[src/rtl/liu_pkg.sv]
// Constants and types shared by the local interrupt unit.
package liu_pkg;
    // ==========================================================
    // Register map and fields
    // ==========================================================
    localparam logic [7:0]  IRQ_UNIT_BASE_ADDR  = 8'h1b;
    localparam int          BASE_ENABLE_BIT     = 11;
    localparam logic [63:0] IRQ_UNIT_BASE_RESET = 64'h0000_0000_0000_0800;
    localparam int          POWER_ON_LOWPWR_BIT = 26;
    localparam int          ENTRY_MODE_LSB      = 8;
    localparam int          ENTRY_MASK_BIT      = 16;
    localparam logic [2:0]  MODE_LEGACY         = 3'h7;
    localparam logic [31:0] ENTRY_RESET         = 32'h0001_0000;
    localparam logic [7:0]  VECTOR_RESERVED_SPUR = 8'h0f;
    localparam logic [7:0]  VECTOR_ZERO         = 8'h00;
    localparam logic [7:0]  DEFAULT_SPUR_VECTOR = 8'hff;
    // ==========================================================
    // Timing
    // ==========================================================
    localparam int          CLK_PERIOD_NS       = 5;
    localparam int          BOOT_TIMEOUT_NS     = 10000;
    localparam int          BOOT_TIMEOUT_CYC    = BOOT_TIMEOUT_NS / CLK_PERIOD_NS;
    localparam int          ACK_TIMEOUT_NS      = 1000;
    localparam int          ACK_TIMEOUT_CYC     = ACK_TIMEOUT_NS / CLK_PERIOD_NS;
    // ==========================================================
    // States
    // ==========================================================
    typedef enum logic [1:0] {CPU_RUN, CPU_WAIT_START, CPU_HALT} liu_cpu_e;
    typedef enum logic [1:0] {ACK_IDLE, ACK_INT, ACK_EXT} liu_ack_e;
    typedef enum logic [1:0] {BOOT_WAIT, BOOT_DONE, BOOT_FAIL} liu_boot_e;
endpackage

[src/rtl/liu_local_irq_unit.sv]
// Local interrupt unit: startup handshake, boot determination, legacy delivery.
`timescale 1ns/1ps
module liu_local_irq_unit #(
    parameter int BOOT_TIMEOUT = liu_pkg::BOOT_TIMEOUT_CYC
) (
    input  wire logic        clk_sys,
    input  wire logic        arst_n,
    input  wire logic        msrWrite,
    input  wire logic        msrRead,
    input  wire logic [7:0]  msrAddr,
    input  wire logic [63:0] msrWdata,
    output logic      [63:0] msrRdata,
    input  wire logic        powerOnLowPower,
    input  wire logic        entryWrite,
    input  wire logic        entrySel,
    input  wire logic [31:0] entryWdata,
    input  wire logic        initMessage,
    input  wire logic        startupMessage,
    input  wire logic [7:0]  startupVector,
    input  wire logic        bootBusDataLow,
    input  wire logic        bootWon,
    input  wire logic        bootLost,
    output logic             internalErrorOutN,
    output logic             cpuRun,
    output logic             coreClockEnable,
    output logic [19:0]      startAddress,
    output logic             startPulse,
    input  wire logic        localIrqLine0,
    input  wire logic        localIrqLine1,
    input  wire logic [7:0]  legacySpurVector,
    output logic             coreIrq,
    input  wire logic        coreAck,
    output logic             coreVectorValid,
    output logic [7:0]       coreVector,
    output logic             extAckReq,
    input  wire logic        extAckDone,
    input  wire logic [7:0]  extAckVector,
    input  wire logic        serialIrq,
    input  wire logic [7:0]  serialVector,
    output logic             serialPending,
    input  wire logic        serialAck
);
    import liu_pkg::*;

    typedef struct packed {
        logic [63:0] base;
        logic [31:0] entry0;
        logic [31:0] entry1;
        liu_cpu_e    cpu;
        liu_boot_e   boot;
        logic [31:0] bootCnt;
        liu_ack_e    ack;
        logic        ackSpur;
        logic        irqOut;
        logic        serialHeld;
        logic [7:0]  serialVec;
        logic        vecValid;
        logic [7:0]  vec;
        logic [19:0] startAddr;
        logic        start;
        logic        errN;
        logic [63:0] rdata;
    } liu_state_s;

    liu_state_s r;
    liu_state_s next_r;
    logic [1:0] rstSync;
    logic       rstN;

    function automatic logic isLegacy(input logic [31:0] e);
        isLegacy = e[ENTRY_MODE_LSB +: 3] == MODE_LEGACY;
    endfunction

    function automatic logic lineLive(input logic [31:0] e, input logic line);
        lineLive = isLegacy(e) && !e[ENTRY_MASK_BIT] && line;
    endfunction

    assign rstN = rstSync[1];

    // ==========================================================
    // Next state
    // ==========================================================
    always_comb begin
        logic enabled;
        logic live;
        enabled = r.base[BASE_ENABLE_BIT];
        live = enabled && (lineLive(r.entry0, localIrqLine0)
                           || lineLive(r.entry1, localIrqLine1));
        next_r = r;
        next_r.start = 1'b0;
        next_r.vecValid = 1'b0;
        if (msrWrite && msrAddr == IRQ_UNIT_BASE_ADDR) begin
            next_r.base = msrWdata;
        end
        if (msrRead) begin
            next_r.rdata = (msrAddr == IRQ_UNIT_BASE_ADDR) ? r.base : 64'h0;
        end
        if (entryWrite) begin
            if (entrySel) begin
                next_r.entry1 = entryWdata;
            end else begin
                next_r.entry0 = entryWdata;
            end
        end
        // Boot determination: a stuck-low bus must not hang silently.
        case (r.boot)
            BOOT_WAIT: begin
                next_r.bootCnt = r.bootCnt + 32'h1;
                if (bootBusDataLow || r.bootCnt >= 32'(BOOT_TIMEOUT)) begin
                    next_r.boot = BOOT_FAIL;
                    next_r.errN = 1'b0;
                end else if (bootWon) begin
                    next_r.boot = BOOT_DONE;
                end else if (bootLost) begin
                    next_r.boot = BOOT_DONE;
                    next_r.cpu = CPU_WAIT_START;
                end
            end
            BOOT_DONE: next_r.boot = BOOT_DONE;
            BOOT_FAIL: next_r.errN = 1'b0;
            default:   next_r.boot = BOOT_WAIT;
        endcase
        // Startup handshake. Init wins over a startup in the same cycle so a
        // late init can never leave the processor running from address zero.
        if (initMessage) begin
            next_r.cpu = CPU_WAIT_START;
        end else begin
            case (r.cpu)
                CPU_WAIT_START: begin
                    if (startupMessage) begin
                        next_r.cpu = CPU_RUN;
                        next_r.startAddr = {startupVector, 12'h000};
                        next_r.start = 1'b1;
                    end
                end
                CPU_RUN:  next_r.cpu = CPU_RUN;
                CPU_HALT: next_r.cpu = CPU_HALT;
                default:  next_r.cpu = CPU_WAIT_START;
            endcase
        end
        // Serial interrupt stays held until its own acknowledge arrives. A new one in the
        // cycle of the old one's acknowledge is kept, so it can never be lost.
        if (serialIrq && (!r.serialHeld || serialAck)) begin
            next_r.serialHeld = 1'b1;
            next_r.serialVec = serialVector;
        end else if (serialAck) begin
            next_r.serialHeld = 1'b0;
        end
        // Legacy acknowledge path.
        next_r.irqOut = live && r.ack == ACK_IDLE;
        case (r.ack)
            ACK_IDLE: begin
                if (live && coreAck) begin
                    next_r.ack = ACK_INT;
                    next_r.ackSpur = 1'b0;
                end
            end
            ACK_INT: begin
                next_r.ack = ACK_EXT;
                next_r.ackSpur = r.ackSpur | !live;
            end
            ACK_EXT: begin
                if (!live) begin
                    next_r.ackSpur = 1'b1;
                end
                if (extAckDone) begin
                    next_r.ack = ACK_IDLE;
                    next_r.vecValid = 1'b1;
                    if (r.ackSpur || !live || extAckVector == VECTOR_ZERO
                        || extAckVector == VECTOR_RESERVED_SPUR) begin
                        next_r.vec = legacySpurVector;
                    end else begin
                        next_r.vec = extAckVector;
                    end
                    next_r.irqOut = 1'b0;
                end
            end
            default: next_r.ack = ACK_IDLE;
        endcase
    end

    // ==========================================================
    // Registers
    // ==========================================================
    // The synchroniser stays outside the state struct: it is the only state cleared by the pin.
    always_ff @(posedge clk_sys or negedge arst_n) begin
        if (!arst_n) begin
            rstSync <= 2'b00;
        end else begin
            rstSync <= {rstSync[0], 1'b1};
        end
    end

    always_ff @(posedge clk_sys or negedge rstN) begin
        if (!rstN) begin
            r.base       <= IRQ_UNIT_BASE_RESET;
            r.entry0     <= ENTRY_RESET;
            r.entry1     <= ENTRY_RESET;
            r.cpu        <= CPU_RUN;
            r.boot       <= BOOT_WAIT;
            r.bootCnt    <= 32'h0;
            r.ack        <= ACK_IDLE;
            r.ackSpur    <= 1'b0;
            r.irqOut     <= 1'b0;
            r.serialHeld <= 1'b0;
            r.serialVec  <= 8'h00;
            r.vecValid   <= 1'b0;
            r.vec        <= DEFAULT_SPUR_VECTOR;
            r.startAddr  <= 20'h00000;
            r.start      <= 1'b0;
            r.errN       <= 1'b1;
            r.rdata      <= 64'h0;
        end else begin
            r.base       <= next_r.base;
            r.entry0     <= next_r.entry0;
            r.entry1     <= next_r.entry1;
            r.cpu        <= next_r.cpu;
            r.boot       <= next_r.boot;
            r.bootCnt    <= next_r.bootCnt;
            r.ack        <= next_r.ack;
            r.ackSpur    <= next_r.ackSpur;
            r.irqOut     <= next_r.irqOut;
            r.serialHeld <= next_r.serialHeld;
            r.serialVec  <= next_r.serialVec;
            r.vecValid   <= next_r.vecValid;
            r.vec        <= next_r.vec;
            r.startAddr  <= next_r.startAddr;
            r.start      <= next_r.start;
            r.errN       <= next_r.errN;
            r.rdata      <= next_r.rdata;
        end
    end

    // ==========================================================
    // Outputs
    // ==========================================================
    assign msrRdata          = r.rdata;
    assign internalErrorOutN = r.errN;
    assign cpuRun            = r.cpu == CPU_RUN;
    // The core clock only sleeps while waiting for a startup message.
    assign coreClockEnable   = !(powerOnLowPower && r.cpu == CPU_WAIT_START);
    assign startAddress      = r.startAddr;
    assign startPulse        = r.start;
    assign coreIrq           = r.irqOut;
    assign coreVectorValid   = r.vecValid;
    assign coreVector        = r.vec;
    assign extAckReq         = r.ack == ACK_EXT;
    assign serialPending     = r.serialHeld;
endmodule

[config.mk]
export PLATFORM = sky130hd
export DESIGN_NAME = liu_local_irq_unit
export DESIGN_NICKNAME = d
export VERILOG_FILES = /design/src/rtl/liu_pkg.sv /design/src/rtl/liu_local_irq_unit.sv
export SDC_FILE = /design/constraint.sdc
export NUM_CORES = 1
export LEC_CHECK = 0
export ABC_AREA = 1
export BUFFER_PORTS_ARGS = -buffer_cell sky130_fd_sc_hd__buf_2
export CAP_MARGIN = 30
export CORE_UTILIZATION = 50
export DETAILED_ROUTE_END_ITERATION = 12
export MAX_ROUTING_LAYER = met4
export PLACE_DENSITY = 0.76
export SKIP_CTS_REPAIR_TIMING = 1
export SLEW_MARGIN = 20
export SYNTH_ARGS = -nofsm -noshare
export SYNTH_HDL_FRONTEND = slang
export SYNTH_SLANG_ARGS = --single-unit
[constraint.sdc]
create_clock -name clk_sys -period 9.6 [get_ports clk_sys]
set_clock_uncertainty 0.05 [all_clocks]
set_input_delay 0.48 -clock clk_sys [delete_from_list [all_inputs] [get_ports clk_sys]]
set_output_delay 0.48 -clock clk_sys [all_outputs]
set_load 0.01 [all_outputs]
# Word level (Yosys, flattened, before mapping)
# Cells that the tools add are included.
# W data, S select, Z words.
# totals
regBits	224
input_bits	154
out_inout_bits	100
word_cells	107
# classes
eq_ne	19
magnitude_cmp	1
addsub	1
reduce_logical	37
bitwise	4
n_mux	28
# ops
op	n
$mux W64	1
$add A32 B1 Y32 const B	1
$ge A32 B11 Y1 const B	1
$mux W9	2
$pmux W2 S3	3
$mux W2	8
$ne A4 B4 Y1 const B	4
$reduce_and A2 Y1	6
$logic_and A1 B1 Y1	10
$mux W1	9
$eq A8 B4 Y1 const B	1
$eq A8 B5 Y1 const B	1
$logic_not A8 Y1	1
$mux W8	1
$eq A2 B1 Y1 const B	3
$eq A2 B2 Y1 const B	3
$eq A3 B3 Y1 const B	2
$logic_not A2 Y1	3
$logic_or A1 B1 Y1	6
$reduce_and A3 Y1	2
$logic_not A1 Y1	5
$mux W4	1
$ne A2 B1 Y1 const B	2
$ne A2 B2 Y1 const B	2
9 further kinds	12

# Logic depth before layout (Yosys ltp)
# Gate-level depths: netlist of run 1.
# logic_depth
ltp_word	12
ltp_mapped	10
depth_no_buf	10

# Worst setup path after synthesis of run 1
# OpenSTA, ideal clock, no wires.
# synth_timing
path_kind	input -> register
startpoint	input msrAddr[5]
endpoint	register r[208] in the netlist's numbering
slack_ns	8.079
path_stages	6
arrival_time_ns	1.354
n_path_buf	1
required_time_ns	9.433
cell_sequence	nor4_1 -> and2_1 -> nand2_1 -> clkbuf_1 -> nand2_1 -> nand2_1
# synth_between
elab_chain_len	2
# synth_lines
element	line	text
start, declared	liu_local_irq_unit.sv:10	input wire logic [7:0] msrAddr,
$eq A8 B5 Y1	liu_local_irq_unit.sv:92	if (msrWrite && msrAddr == IRQ_UNIT_BASE_ADDR) begin
$logic_and A1 B1 Y1	liu_local_irq_unit.sv:92	
end, declared	liu_local_irq_unit.sv:65	liu_state_s r;
# Every way passes these cells.
# A chain may end at the register's enable or synchronous reset.

# Final worst setup path of run 1
# layout_timing
startpoint	input msrAddr[5]
endpoint	register r[260] in the netlist's numbering
# Same word-level chain as after synthesis.

==> impl_metrics.csv, run 1 <==
group,metric,value,unit
route,drt-wirelength-per-cell,13.0,um
die,initial_utilization,51.0,%
worst_setup_path,cp_data_arrival_time,2.47,ns
clocking,clock_sink_count,198,
timing,grt_setup_unrepaired,"false",
grt,grt_start_max_net_pins,82,
clocking,clkTransAtPathRegs,0.07,ns
route,drt-total-wl,19600,um
power_and_ir_drop,p_per_area,169,nW/um2
worst_setup_path,largest_stage_delay_worst_path,0.52,ns
worst_setup_path,timing.critical_path.fanout_max,49,
timing,setup-violations-final,0,
route,drt_pass1_iterations,5,
worst_setup_path,r2r_setup_slack,7.70,ns
timing,hold_viol_final,0,
worst_setup_path,critical_path.most_common_cell,"sky130_fd_sc_hd__nand2_1",
synth,synth_area,9510,um2
grt,first_global_vias,7010,
flow_run,max_capacitance_violation_count,0,
die,core,18600,um2
worst_setup_path,worst_setup_path_start_kind,"input port",
synth,yosys.area.top_type_share,49.0,%
worst_setup_path,timing.critical_path.slowest_stage_cell,"sky130_fd_sc_hd__and2_4",
synth,ys_seq_elements,198,
route,initial_drt_markers,405,
synth,syn-mean-instance-area,8.31,um2
final_layout,area_of_the_multi_input_gates,3190,um2
final_layout,sequential_cell_area,4970,um2
route,via_count,7344,
die,die_h,140,um
grt,grt_antenna_before_repair,4,
worst_setup_path,critical_path.endpoint_type,"flop",
clocking,ctsRootBufferMaster,"sky130_fd_sc_hd__clkbuf_16",
power_and_ir_drop,leakagePower,5.76,nW
worst_setup_path,reg2reg_to,"r[130]",
timing,max_slew.worst_pin.slew,0.780,ns
synth,async_flop_share,100,%
final_layout,drive_gt1_share,21.9,%
synth,seq_area_frac_synth,52.3,%
timing,normalized_max_slew_margin,48.0,%
worst_setup_path,crit_start,"msrAddr[5]",
final_layout,post-route-util,57.6,%
worst_setup_path,worst-setup-path-type,"input port to flop",
run_status,status,"finished, final reports clean",
hold_path,holdCritPathClass,"input port to flop",
placement,routabilityCongestion,0.857,
power_and_ir_drop,irDropWorstVdd,0.122,mV
synth,synth-edff-count,0,
clocking,clk_latency,0.44,ns
worst_setup_path,endpoint,"r[260]",
grt,grt_first_pass_wirelength,32800,um
synth,synth_warnings,0,
placement,dp_hpwl,13200,um
route,antenna_violating_nets_post_route,0,
synth,yosysUniqueCellTypes,34,
timing,setup_total_negative_slack,0,ns
die,io_pins,254,
clocking,clk_path_buf_depth,2,
route,drc_errors,0,
synth,postSynthCellCount,1144,
die,die_width,140,um
placement,pre_cts_slack,6.95,ns
power_and_ir_drop,design_power_total,0.00182,W
placement,port_buffers,205,
die,die-area,19600,um2
worst_setup_path,cp_data_required_time,9.87,ns
grt,grtUsageTotal,21.3,%
timing,timing.final.crit_period,2.19,ns
timing,finalCritPeriodShare,22.8,%
clocking,cts.htree.levels,4,
timing,max_freq,0.456,GHz
synth,synthFlopType,"sky130_fd_sc_hd__dfrtp_1",
grt,global_route.overflow_total,0,
synth,synth.largest_area_cell,"sky130_fd_sc_hd__dfrtp_1",
final_layout,layout-area-overhead-vs-synth,13.0,%
route,route.detailed.vias_per_inst,4.88,
timing,fin_ws,7.41,ns
final_layout,num-fill-cells,1718,
die,floorplan.rows,50,
worst_setup_path,r2r-start,"r[141]",
worst_setup_path,timing.critical_path.cells,"buf_2, nor4_1, and2_4, nand2_2, buf_4, nand2_1, nand2_1",
final_layout,nNetsFinal,1416,
timing,finalMaxSlewViolations,0,
clocking,tritoncts,"built",
clocking,cts-buffers-inserted,17,
worst_setup_path,ff2ff_path_depth,5,
synth,biggest_area_contributors_in_the_synthesized_netlist,"sky130_fd_sc_hd__dfrtp_1 (49%), sky130_fd_sc_hd__nand2_1 (12%), sky130_fd_sc_hd__nand3_1 (8.4%)",
## metal layers
layer / routed length (um) / track usage (%)
met4: 416 / 8.79
met3: 882 / 3.38
met2: 9200 / 33.2
met5: 0 / -
met1: 9140 / 27.9
## power breakdown
group / total [W] / switching [W] / internal [W]
sequential: 0.000919 / 0.0000288 / 0.000890
clock: 0.000719 / 0.000342 / 0.000377
combinational: 0.000178 / 0.000108 / 0.0000703
total: 0.00182 / 0.000479 / 0.00134
## registers in the layout, summed over array words and instances, names as in the netlist
name and cells:
internalErrorOutN 1, coreIrq 1, r 111, startAddress 8, msrRdata 64, startPulse 1, rstSync 2, coreVectorValid 1
serialPending 1, coreVector 8
## how the worst min path moves through the flow
stage | from | end | slack, ns | cells after the start
floorplan | arst_n | rstSync[0] | 0.13 | 0
global placement | arst_n | rstSync[0] | 0.22 | 1
detailed placement | arst_n | rstSync[0] | 0.22 | 1
CTS | arst_n | rstSync[1] | -0.25 | 1
global route | serialAck | serialPending | 0.15 | 2
finish | initMessage | r[143] | 0.17 | 2
## through the flow
step	hold slack [ns]	instance area [um2]	std cells
2_1_floorplan	0.134	9550	1155
5_1_grt	0.150	10700	1505
3_3_place_gp	0.217	10000	1465
4_1_cts	-0.251	10700	1498
6_report	0.167	10700	1505
3_5_place_dp	0.217	10100	1466
## Yosys cell counts (2+ instances only)
library cell	number
sky130_fd_sc_hd__nand2_1	309
sky130_fd_sc_hd__dfrtp_1	186
sky130_fd_sc_hd__nand3_1	159
sky130_fd_sc_hd__inv_1	134
sky130_fd_sc_hd__buf_4	92
sky130_fd_sc_hd__o21ai_0	70
sky130_fd_sc_hd__nor2_1	44
sky130_fd_sc_hd__clkbuf_1	20
sky130_fd_sc_hd__o21ai_1	17
sky130_fd_sc_hd__xor2_1	17
sky130_fd_sc_hd__buf_2	16
sky130_fd_sc_hd__dfstp_2	12
sky130_fd_sc_hd__nand4_1	10
sky130_fd_sc_hd__nor3_1	10
sky130_fd_sc_hd__ha_1	8
sky130_fd_sc_hd__buf_1	6
sky130_fd_sc_hd__inv_2	6
sky130_fd_sc_hd__xnor2_1	5
sky130_fd_sc_hd__nor2_4	3
sky130_fd_sc_hd__nor3_2	3
sky130_fd_sc_hd__conb_1	2
sky130_fd_sc_hd__nand2_2	2
sky130_fd_sc_hd__nor2_2	2
## layout by cell type (no fill, tap or decap), types with 4 or more instances in the layout
master,synthesis,layout
sky130_fd_sc_hd__o21ai_1,17,17
sky130_fd_sc_hd__nor3_1,10,10
sky130_fd_sc_hd__inv_1,134,134
sky130_fd_sc_hd__ha_1,8,8
sky130_fd_sc_hd__inv_2,6,6
sky130_fd_sc_hd__xor2_1,17,17
sky130_fd_sc_hd__conb_1,2,13
sky130_fd_sc_hd__dfrtp_1,186,185
sky130_fd_sc_hd__buf_4,92,6
sky130_fd_sc_hd__nand4_1,10,10
sky130_fd_sc_hd__diode_2,0,4
sky130_fd_sc_hd__buf_2,16,204
sky130_fd_sc_hd__clkbuf_16,0,17
sky130_fd_sc_hd__nand2_1,309,308
sky130_fd_sc_hd__inv_6,0,5
sky130_fd_sc_hd__nor2_1,44,44
sky130_fd_sc_hd__dfstp_2,12,12
sky130_fd_sc_hd__o21ai_0,70,70
sky130_fd_sc_hd__nand3_1,159,159
sky130_fd_sc_hd__xnor2_1,5,5
## area by class of cell
class                   instances  share of cell area, %
clock inverters                14                   1.47
multi-input cells             682                   29.6
clock buffers                  18                   4.09
well taps                     234                   2.72
repair buffers                214                   10.8
inverters                     141                   4.92
diodes                          4                 0.0931
flip-flops and latches        198                   46.3
## critical path, delay by kind of cell
family,cells,cell delay [ns]
simple gates,5,1.40
buf+inv,2,0.54
## cells by family after synthesis
| logic type | synth area share [%] |
|---|---|
| other cells | 0.0790 |
| compound gates | 4.79 |
| fa+ha+maj | 1.05 |
| flops | 52.3 |
| xor+xnor | 2.03 |
| simple gates | 25.1 |
| buf+inv | 14.7 |
Power figures use the tool's default switching activity.
==> run 2: changes to the inputs <==
==> constraint.sdc (replaced) <==
create_clock -name clk_sys -period 2.2 [get_ports clk_sys]
set_clock_uncertainty 0.05 [all_clocks]
set_input_delay 0.11 -clock clk_sys [delete_from_list [all_inputs] [get_ports clk_sys]]
set_output_delay 0.11 -clock clk_sys [all_outputs]
set_load 0.01 [all_outputs]
==> impl_metrics.csv, run 2 (synthesized netlist as in run 1, its figures left out) <==
group,metric,value,unit
timing,timing.final.crit_period,1.75,ns
route,initial_drt_markers,431,
final_layout,layout.cells.most_common_list,"sky130_fd_sc_hd__nand2_1 (308), sky130_fd_sc_hd__buf_2 (204), sky130_fd_sc_hd__dfrtp_1 (185)",
timing,setup-violations-final,0,
grt,grt_antenna_before_repair,0,
die,die_width,140,um
run_status,violations,"negative hold slack",
clocking,tritoncts,"built",
power_and_ir_drop,irDropWorstVdd,0.532,mV
route,antenna_violating_nets_post_route,0,
die,floorplan.rows,50,
grt,grt_start_max_net_pins,88,
clocking,clock_sink_count,198,
worst_setup_path,worst-setup-path-type,"flop to flop",
run_status,status,"complete, but fails checks",
route,drt-total-wl,21900,um
grt,met2_usage,33.4,%
clocking,clk_latency,0.43,ns
worst_setup_path,cp_num_buf_inv,0,
worst_setup_path,cp_data_required_time,2.46,ns
route,drt-wirelength-per-cell,13.6,um
final_layout,area_of_the_multi_input_gates,3190,um2
power_and_ir_drop,leakagePower,6.16,nW
power_and_ir_drop,p_sw_share,27.0,%
grt,global_route.overflow_total,0,
clocking,clk_path_buf_depth,2,
timing,finalCritPeriodShare,79.7,%
grt,first_global_vias,6889,
die,die-area,19600,um2
worst_setup_path,critical_path.endpoint_type,"flop",
timing,finalMaxSlewViolations,0,
timing,fin_ws,0.446,ns
final_layout,sequential_cell_area,4970,um2
final_layout,drive_gt1_share,20.4,%
worst_setup_path,timing.critical_path.max_delay_family,"simple AND/OR/NAND/NOR gates",
clocking,clkTransAtPathRegs,0.08,ns
grt,gr-usage-met1,29.3,%
grt,met3_usage,4.34,%
worst_setup_path,cp_data_arrival_time,2.02,ns
route,drc_errors,0,
power_and_ir_drop,internal_power_consumption,0.00582,W
worst_setup_path,timing.critical_path.fanout_max,6,
worst_setup_path,timing.critical_path.cells,"ha_1, nand3_2, nor3_2, nand3_1, xor2_1",
route,route.detailed.vias_per_inst,4.94,
route,via_count,7917,
power_and_ir_drop,p_per_area,681,nW/um2
clocking,ctsRootBufferMaster,"sky130_fd_sc_hd__clkbuf_16",
die,core,18600,um2
grt,grtUsageTotal,22.1,%
power_and_ir_drop,share_clk_of_total_power,37.9,%
die,die_h,140,um
timing,hold_viol_final,1,
final_layout,post-route-util,62.8,%
hold_path,holdCritPathClass,"input port to flop",
timing,setup_total_negative_slack,0,ns
placement,port_buffers,205,
final_layout,registers.top_by_ff_count,"r",
die,io_pins,254,
worst_setup_path,timing.critical_path.slowest_stage_cell,"sky130_fd_sc_hd__dfrtp_1",
timing,max_freq,0.570,GHz
placement,dp_hpwl,13600,um
final_layout,nNetsFinal,1517,
die,initial_utilization,51.0,%
final_layout,antenna_cells_inserted,0,
timing,normalized_max_slew_margin,52.0,%
worst_setup_path,worst_setup_path_start_kind,"flop",
placement,pre_cts_slack,0.467,ns
power_and_ir_drop,net-switching-power,0.00216,W
power_and_ir_drop,power.sequential.fraction,50.2,%
final_layout,layout-area-overhead-vs-synth,23.2,%
power_and_ir_drop,power_frac_comb,11.9,%
clocking,cts-buffers-inserted,17,
final_layout,mostFrequentLayoutCell,"sky130_fd_sc_hd__nand2_1",
final_layout,num-fill-cells,1555,
grt,grt_first_pass_wirelength,33300,um
worst_setup_path,largest_stage_delay_worst_path,0.46,ns
placement,routabilityCongestion,0.886,
route,drt_pass1_iterations,5,
timing,max_slew.worst_pin.slew,0.721,ns
timing,grt_setup_unrepaired,"false",
flow_run,max_capacitance_violation_count,0,
final_layout,number_of_flip_flops_under_the_largest_register_name,111,
grt,grt_most_used_layer,"met2",
timing,holdWs,-0.0656,ns
power_and_ir_drop,design_power_total,0.00798,W
clocking,cts.htree.levels,4,
run 2: final timing paths:
check / from / to / slack (ns) / cells after the start
min in group asynchronous: rstSync[1] / r[113] / 0.30 / 1
hold / removal: bootLost / r[140] / -0.07 / 3
setup reg to reg: r[108] / r[130] / 0.45 / 5
max in group asynchronous: rstSync[1] / r[271] / 1.36 / 1
hold reg to reg: rstSync[1] / r[113] / 0.30 / 1
setup / recovery: r[108] / r[130] / 0.45 / 5
run 2: metal layers:
metal,share of wire (%),vias to the layer above,wire length [um]
li1,-,3896,-
met1,44,3701,9700
met2,48,276,10600
met3,4.9,44,1070
met4,2.4,0,514
met5,0,-,0
run 2: metrics by stage:
step | cells | area, um2 | hold slack [ns]
final | 1602 | 11700 | -0.0656
after CTS | 1503 | 10700 | -0.618
after detailed placement | 1471 | 10200 | -0.154
after floorplan | 1155 | 9550 | -0.236
after global routing | 1602 | 11700 | 0.00157
after global placement | 1471 | 10200 | -0.152
run 2: power by group through the flow:
stage,combinational (W),clock (W),sequential (W)
2_1_floorplan,0.000563,0,0.00409
3_3_place_gp,0.000788,0,0.00406
3_5_place_dp,0.000806,0,0.00407
4_1_cts,0.000815,0.00310,0.00400
5_1_grt,0.00108,0.00323,0.00403
6_report,0.000950,0.00302,0.00400
run 2: worst register-to-register path: cells and delay by family, from the launching register on:
kind	cells	cell delay [ns]
xor gates and xnor gates	1	0.16
adders and majority gates	1	0.33
DFF	1	0.46
and+or+nand+nor	3	0.65
run 2: layout make-up:
class                           instances  area share, %
Sequential cell                       198           42.4
Multi-Input combinational cell        682           27.2
Timing Repair Buffer                  315           18.5
Inverter                              141           4.52
Clock buffer                           19           3.70
Tap cell                              234           2.50
Clock inverter                         13           1.17
==> run 3: changes to the inputs <==
==> constraint.sdc (replaced) <==
create_clock -name clk_sys -period 1.8 [get_ports clk_sys]
set_clock_uncertainty 0.05 [all_clocks]
set_input_delay 0.09 -clock clk_sys [delete_from_list [all_inputs] [get_ports clk_sys]]
set_output_delay 0.09 -clock clk_sys [all_outputs]
set_load 0.01 [all_outputs]
==> impl_metrics.csv, run 3 (synthesized netlist as in run 1, its figures left out) <==
group,metric,value,unit
worst_setup_path,ff2ff_path_depth,5,
placement,dp_hpwl,13700,um
final_layout,layout-area-overhead-vs-synth,24.7,%
clocking,tritoncts,"built",
hold_path,hold_path_startpoint,"entryWrite",
timing,hold_viol_final,0,
worst_setup_path,r2r_setup_slack,0.17,ns
power_and_ir_drop,power_frac_comb,11.9,%
power_and_ir_drop,p_sw_share,27.0,%
clocking,cts-buffers-inserted,17,
final_layout,final_cells,1611,
die,initial_utilization,51.0,%
clocking,clkTransAtPathRegs,0.07,ns
route,drt_pass1_iterations,5,
grt,grt_start_max_net_pins,92,
power_and_ir_drop,share_clk_of_total_power,38.7,%
placement,pre_cts_slack,0.177,ns
worst_setup_path,reg2reg_to,"r[130]",
flow_run,max_capacitance_violation_count,0,
placement,routabilityCongestion,0.883,
worst_setup_path,critical_path.endpoint_type,"flop",
timing,finalCritPeriodShare,90.6,%
route,antenna_violating_nets_post_route,0,
worst_setup_path,cp_data_required_time,2.06,ns
final_layout,drive_gt1_share,20.7,%
run_status,status,"finished, final reports clean",
placement,placed_cells_incl_taps,1475,
worst_setup_path,worst_setup_path_start_kind,"flop",
worst_setup_path,r2r-start,"r[108]",
hold_path,hold_end,"r[192]",
power_and_ir_drop,p_per_area,836,nW/um2
grt,grt_antenna_before_repair,2,
die,floorplan.rows,50,
worst_setup_path,timing.critical_path.fanout_max,5,
timing,setup-violations-final,0,
grt,grt_first_pass_wirelength,33800,um
worst_setup_path,cp_data_arrival_time,1.89,ns
power_and_ir_drop,power.sequential.fraction,49.4,%
die,core,18600,um2
worst_setup_path,timing.critical_path.slowest_stage_cell,"sky130_fd_sc_hd__dfrtp_1",
worst_setup_path,worst-setup-path-type,"flop to flop",
route,drt-wirelength-per-cell,13.6,um
timing,fin_ws,0.170,ns
placement,port_buffers,205,
final_layout,mostFrequentLayoutCell,"sky130_fd_sc_hd__nand2_1",
timing,grt_setup_unrepaired,"false",
clocking,clk_latency,0.43,ns
power_and_ir_drop,leakagePower,6.22,nW
route,via_count,7945,
timing,finalMaxSlewViolations,0,
power_and_ir_drop,net-switching-power,0.00268,W
die,io_pins,254,
grt,global_route.overflow_total,0,
power_and_ir_drop,internal_power_consumption,0.00723,W
grt,grtUsageTotal,22.1,%
hold_path,timing.hold.worst_path_depth,3,
clocking,ctsRootBufferMaster,"sky130_fd_sc_hd__clkbuf_16",
clocking,cts.htree.levels,4,
die,die_width,140,um
hold_path,holdCritPathClass,"input port to flop",
final_layout,layout.cells.most_common_list,"sky130_fd_sc_hd__nand2_1 (308), sky130_fd_sc_hd__buf_2 (204), sky130_fd_sc_hd__dfrtp_1 (185)",
final_layout,nNetsFinal,1523,
route,drt-total-wl,21900,um
worst_setup_path,largest_stage_delay_worst_path,0.47,ns
clocking,clk_path_buf_depth,2,
timing,timing.final.crit_period,1.63,ns
grt,first_global_vias,7075,
die,die_h,140,um
route,initial_drt_markers,419,
clocking,clock_sink_count,198,
final_layout,post-route-util,63.6,%
die,die-area,19600,um2
power_and_ir_drop,irDropWorstVdd,0.648,mV
timing,max_freq,0.613,GHz
timing,setup_total_negative_slack,0,ns
final_layout,num-fill-cells,1532,
worst_setup_path,timing.critical_path.cells,"ha_1, nand3_2, nor3_2, nand3_1, xor2_1",
route,route.detailed.vias_per_inst,4.93,
final_layout,number_of_flip_flops_under_the_largest_register_name,111,
final_layout,registers.top_by_ff_count,"r",
route,drc_errors,0,
run 3: stage by stage:
stage / power, W / hold WS (ns) / instance area [um2]
after CTS: 0.00983 / -0.635 / 10800
after detailed placement: 0.00598 / -0.173 / 10200
after global routing: 0.0103 / 0.0601 / 11900
after floorplan: 0.00569 / -0.256 / 9550
final: 0.00991 / 0.0135 / 11900
after global placement: 0.00594 / -0.173 / 10200
run 3: power groups by stage:
stage          sequential (W)  combinational, W  clock, W
6_report              0.00489           0.00118   0.00383
5_1_grt               0.00492           0.00135   0.00407
4_1_cts               0.00489           0.00101   0.00393
3_5_place_dp          0.00498           0.00101         0
3_3_place_gp          0.00496          0.000977         0
2_1_floorplan         0.00500          0.000688         0
run 3: how the worst max path moves through the flow:
stage | from | end | slack [ns] | cells past startpoint
finish | r[108] | r[130] | 0.17 | 5
CTS | r[108] | r[130] | 0.17 | 5
floorplan | rstSync[1] | coreIrq | -0.27 | 0
global route | r[141] | r[131] | 0.02 | 9
global placement | r[108] | r[130] | 0.23 | 5
detailed placement | r[108] | r[130] | 0.18 | 5
run 3: worst max-delay path, delay by kind of cell, from the launching register on:
kind / cells / cell delay, ns
and+or+nand+nor: 3 / 0.56
adders and majority gates: 1 / 0.27
xor gates and xnor gates: 1 / 0.16
DFF: 1 / 0.47
run 3: final cells by class:
type | instances | area [um2] | area share [%]
tap | 234 | 293 | 2.47
sequential | 198 | 4970 | 42.0
multi-input combinational | 682 | 3190 | 26.9
inverter | 141 | 529 | 4.47
antenna | 3 | 7.51 | 0.0634
timing repair buffer | 321 | 2250 | 19.0
clock buffer | 19 | 453 | 3.82
clock inverter | 13 | 156 | 1.32
run 3: metal layers:
layer	vias to the layer above	routed length [um]	GRT usage, %
li1	3914	-	-
met1	3771	9700	28.7
met2	227	10800	35.0
met3	33	944	3.79
met4	0	450	7.81
met5	-	0	-
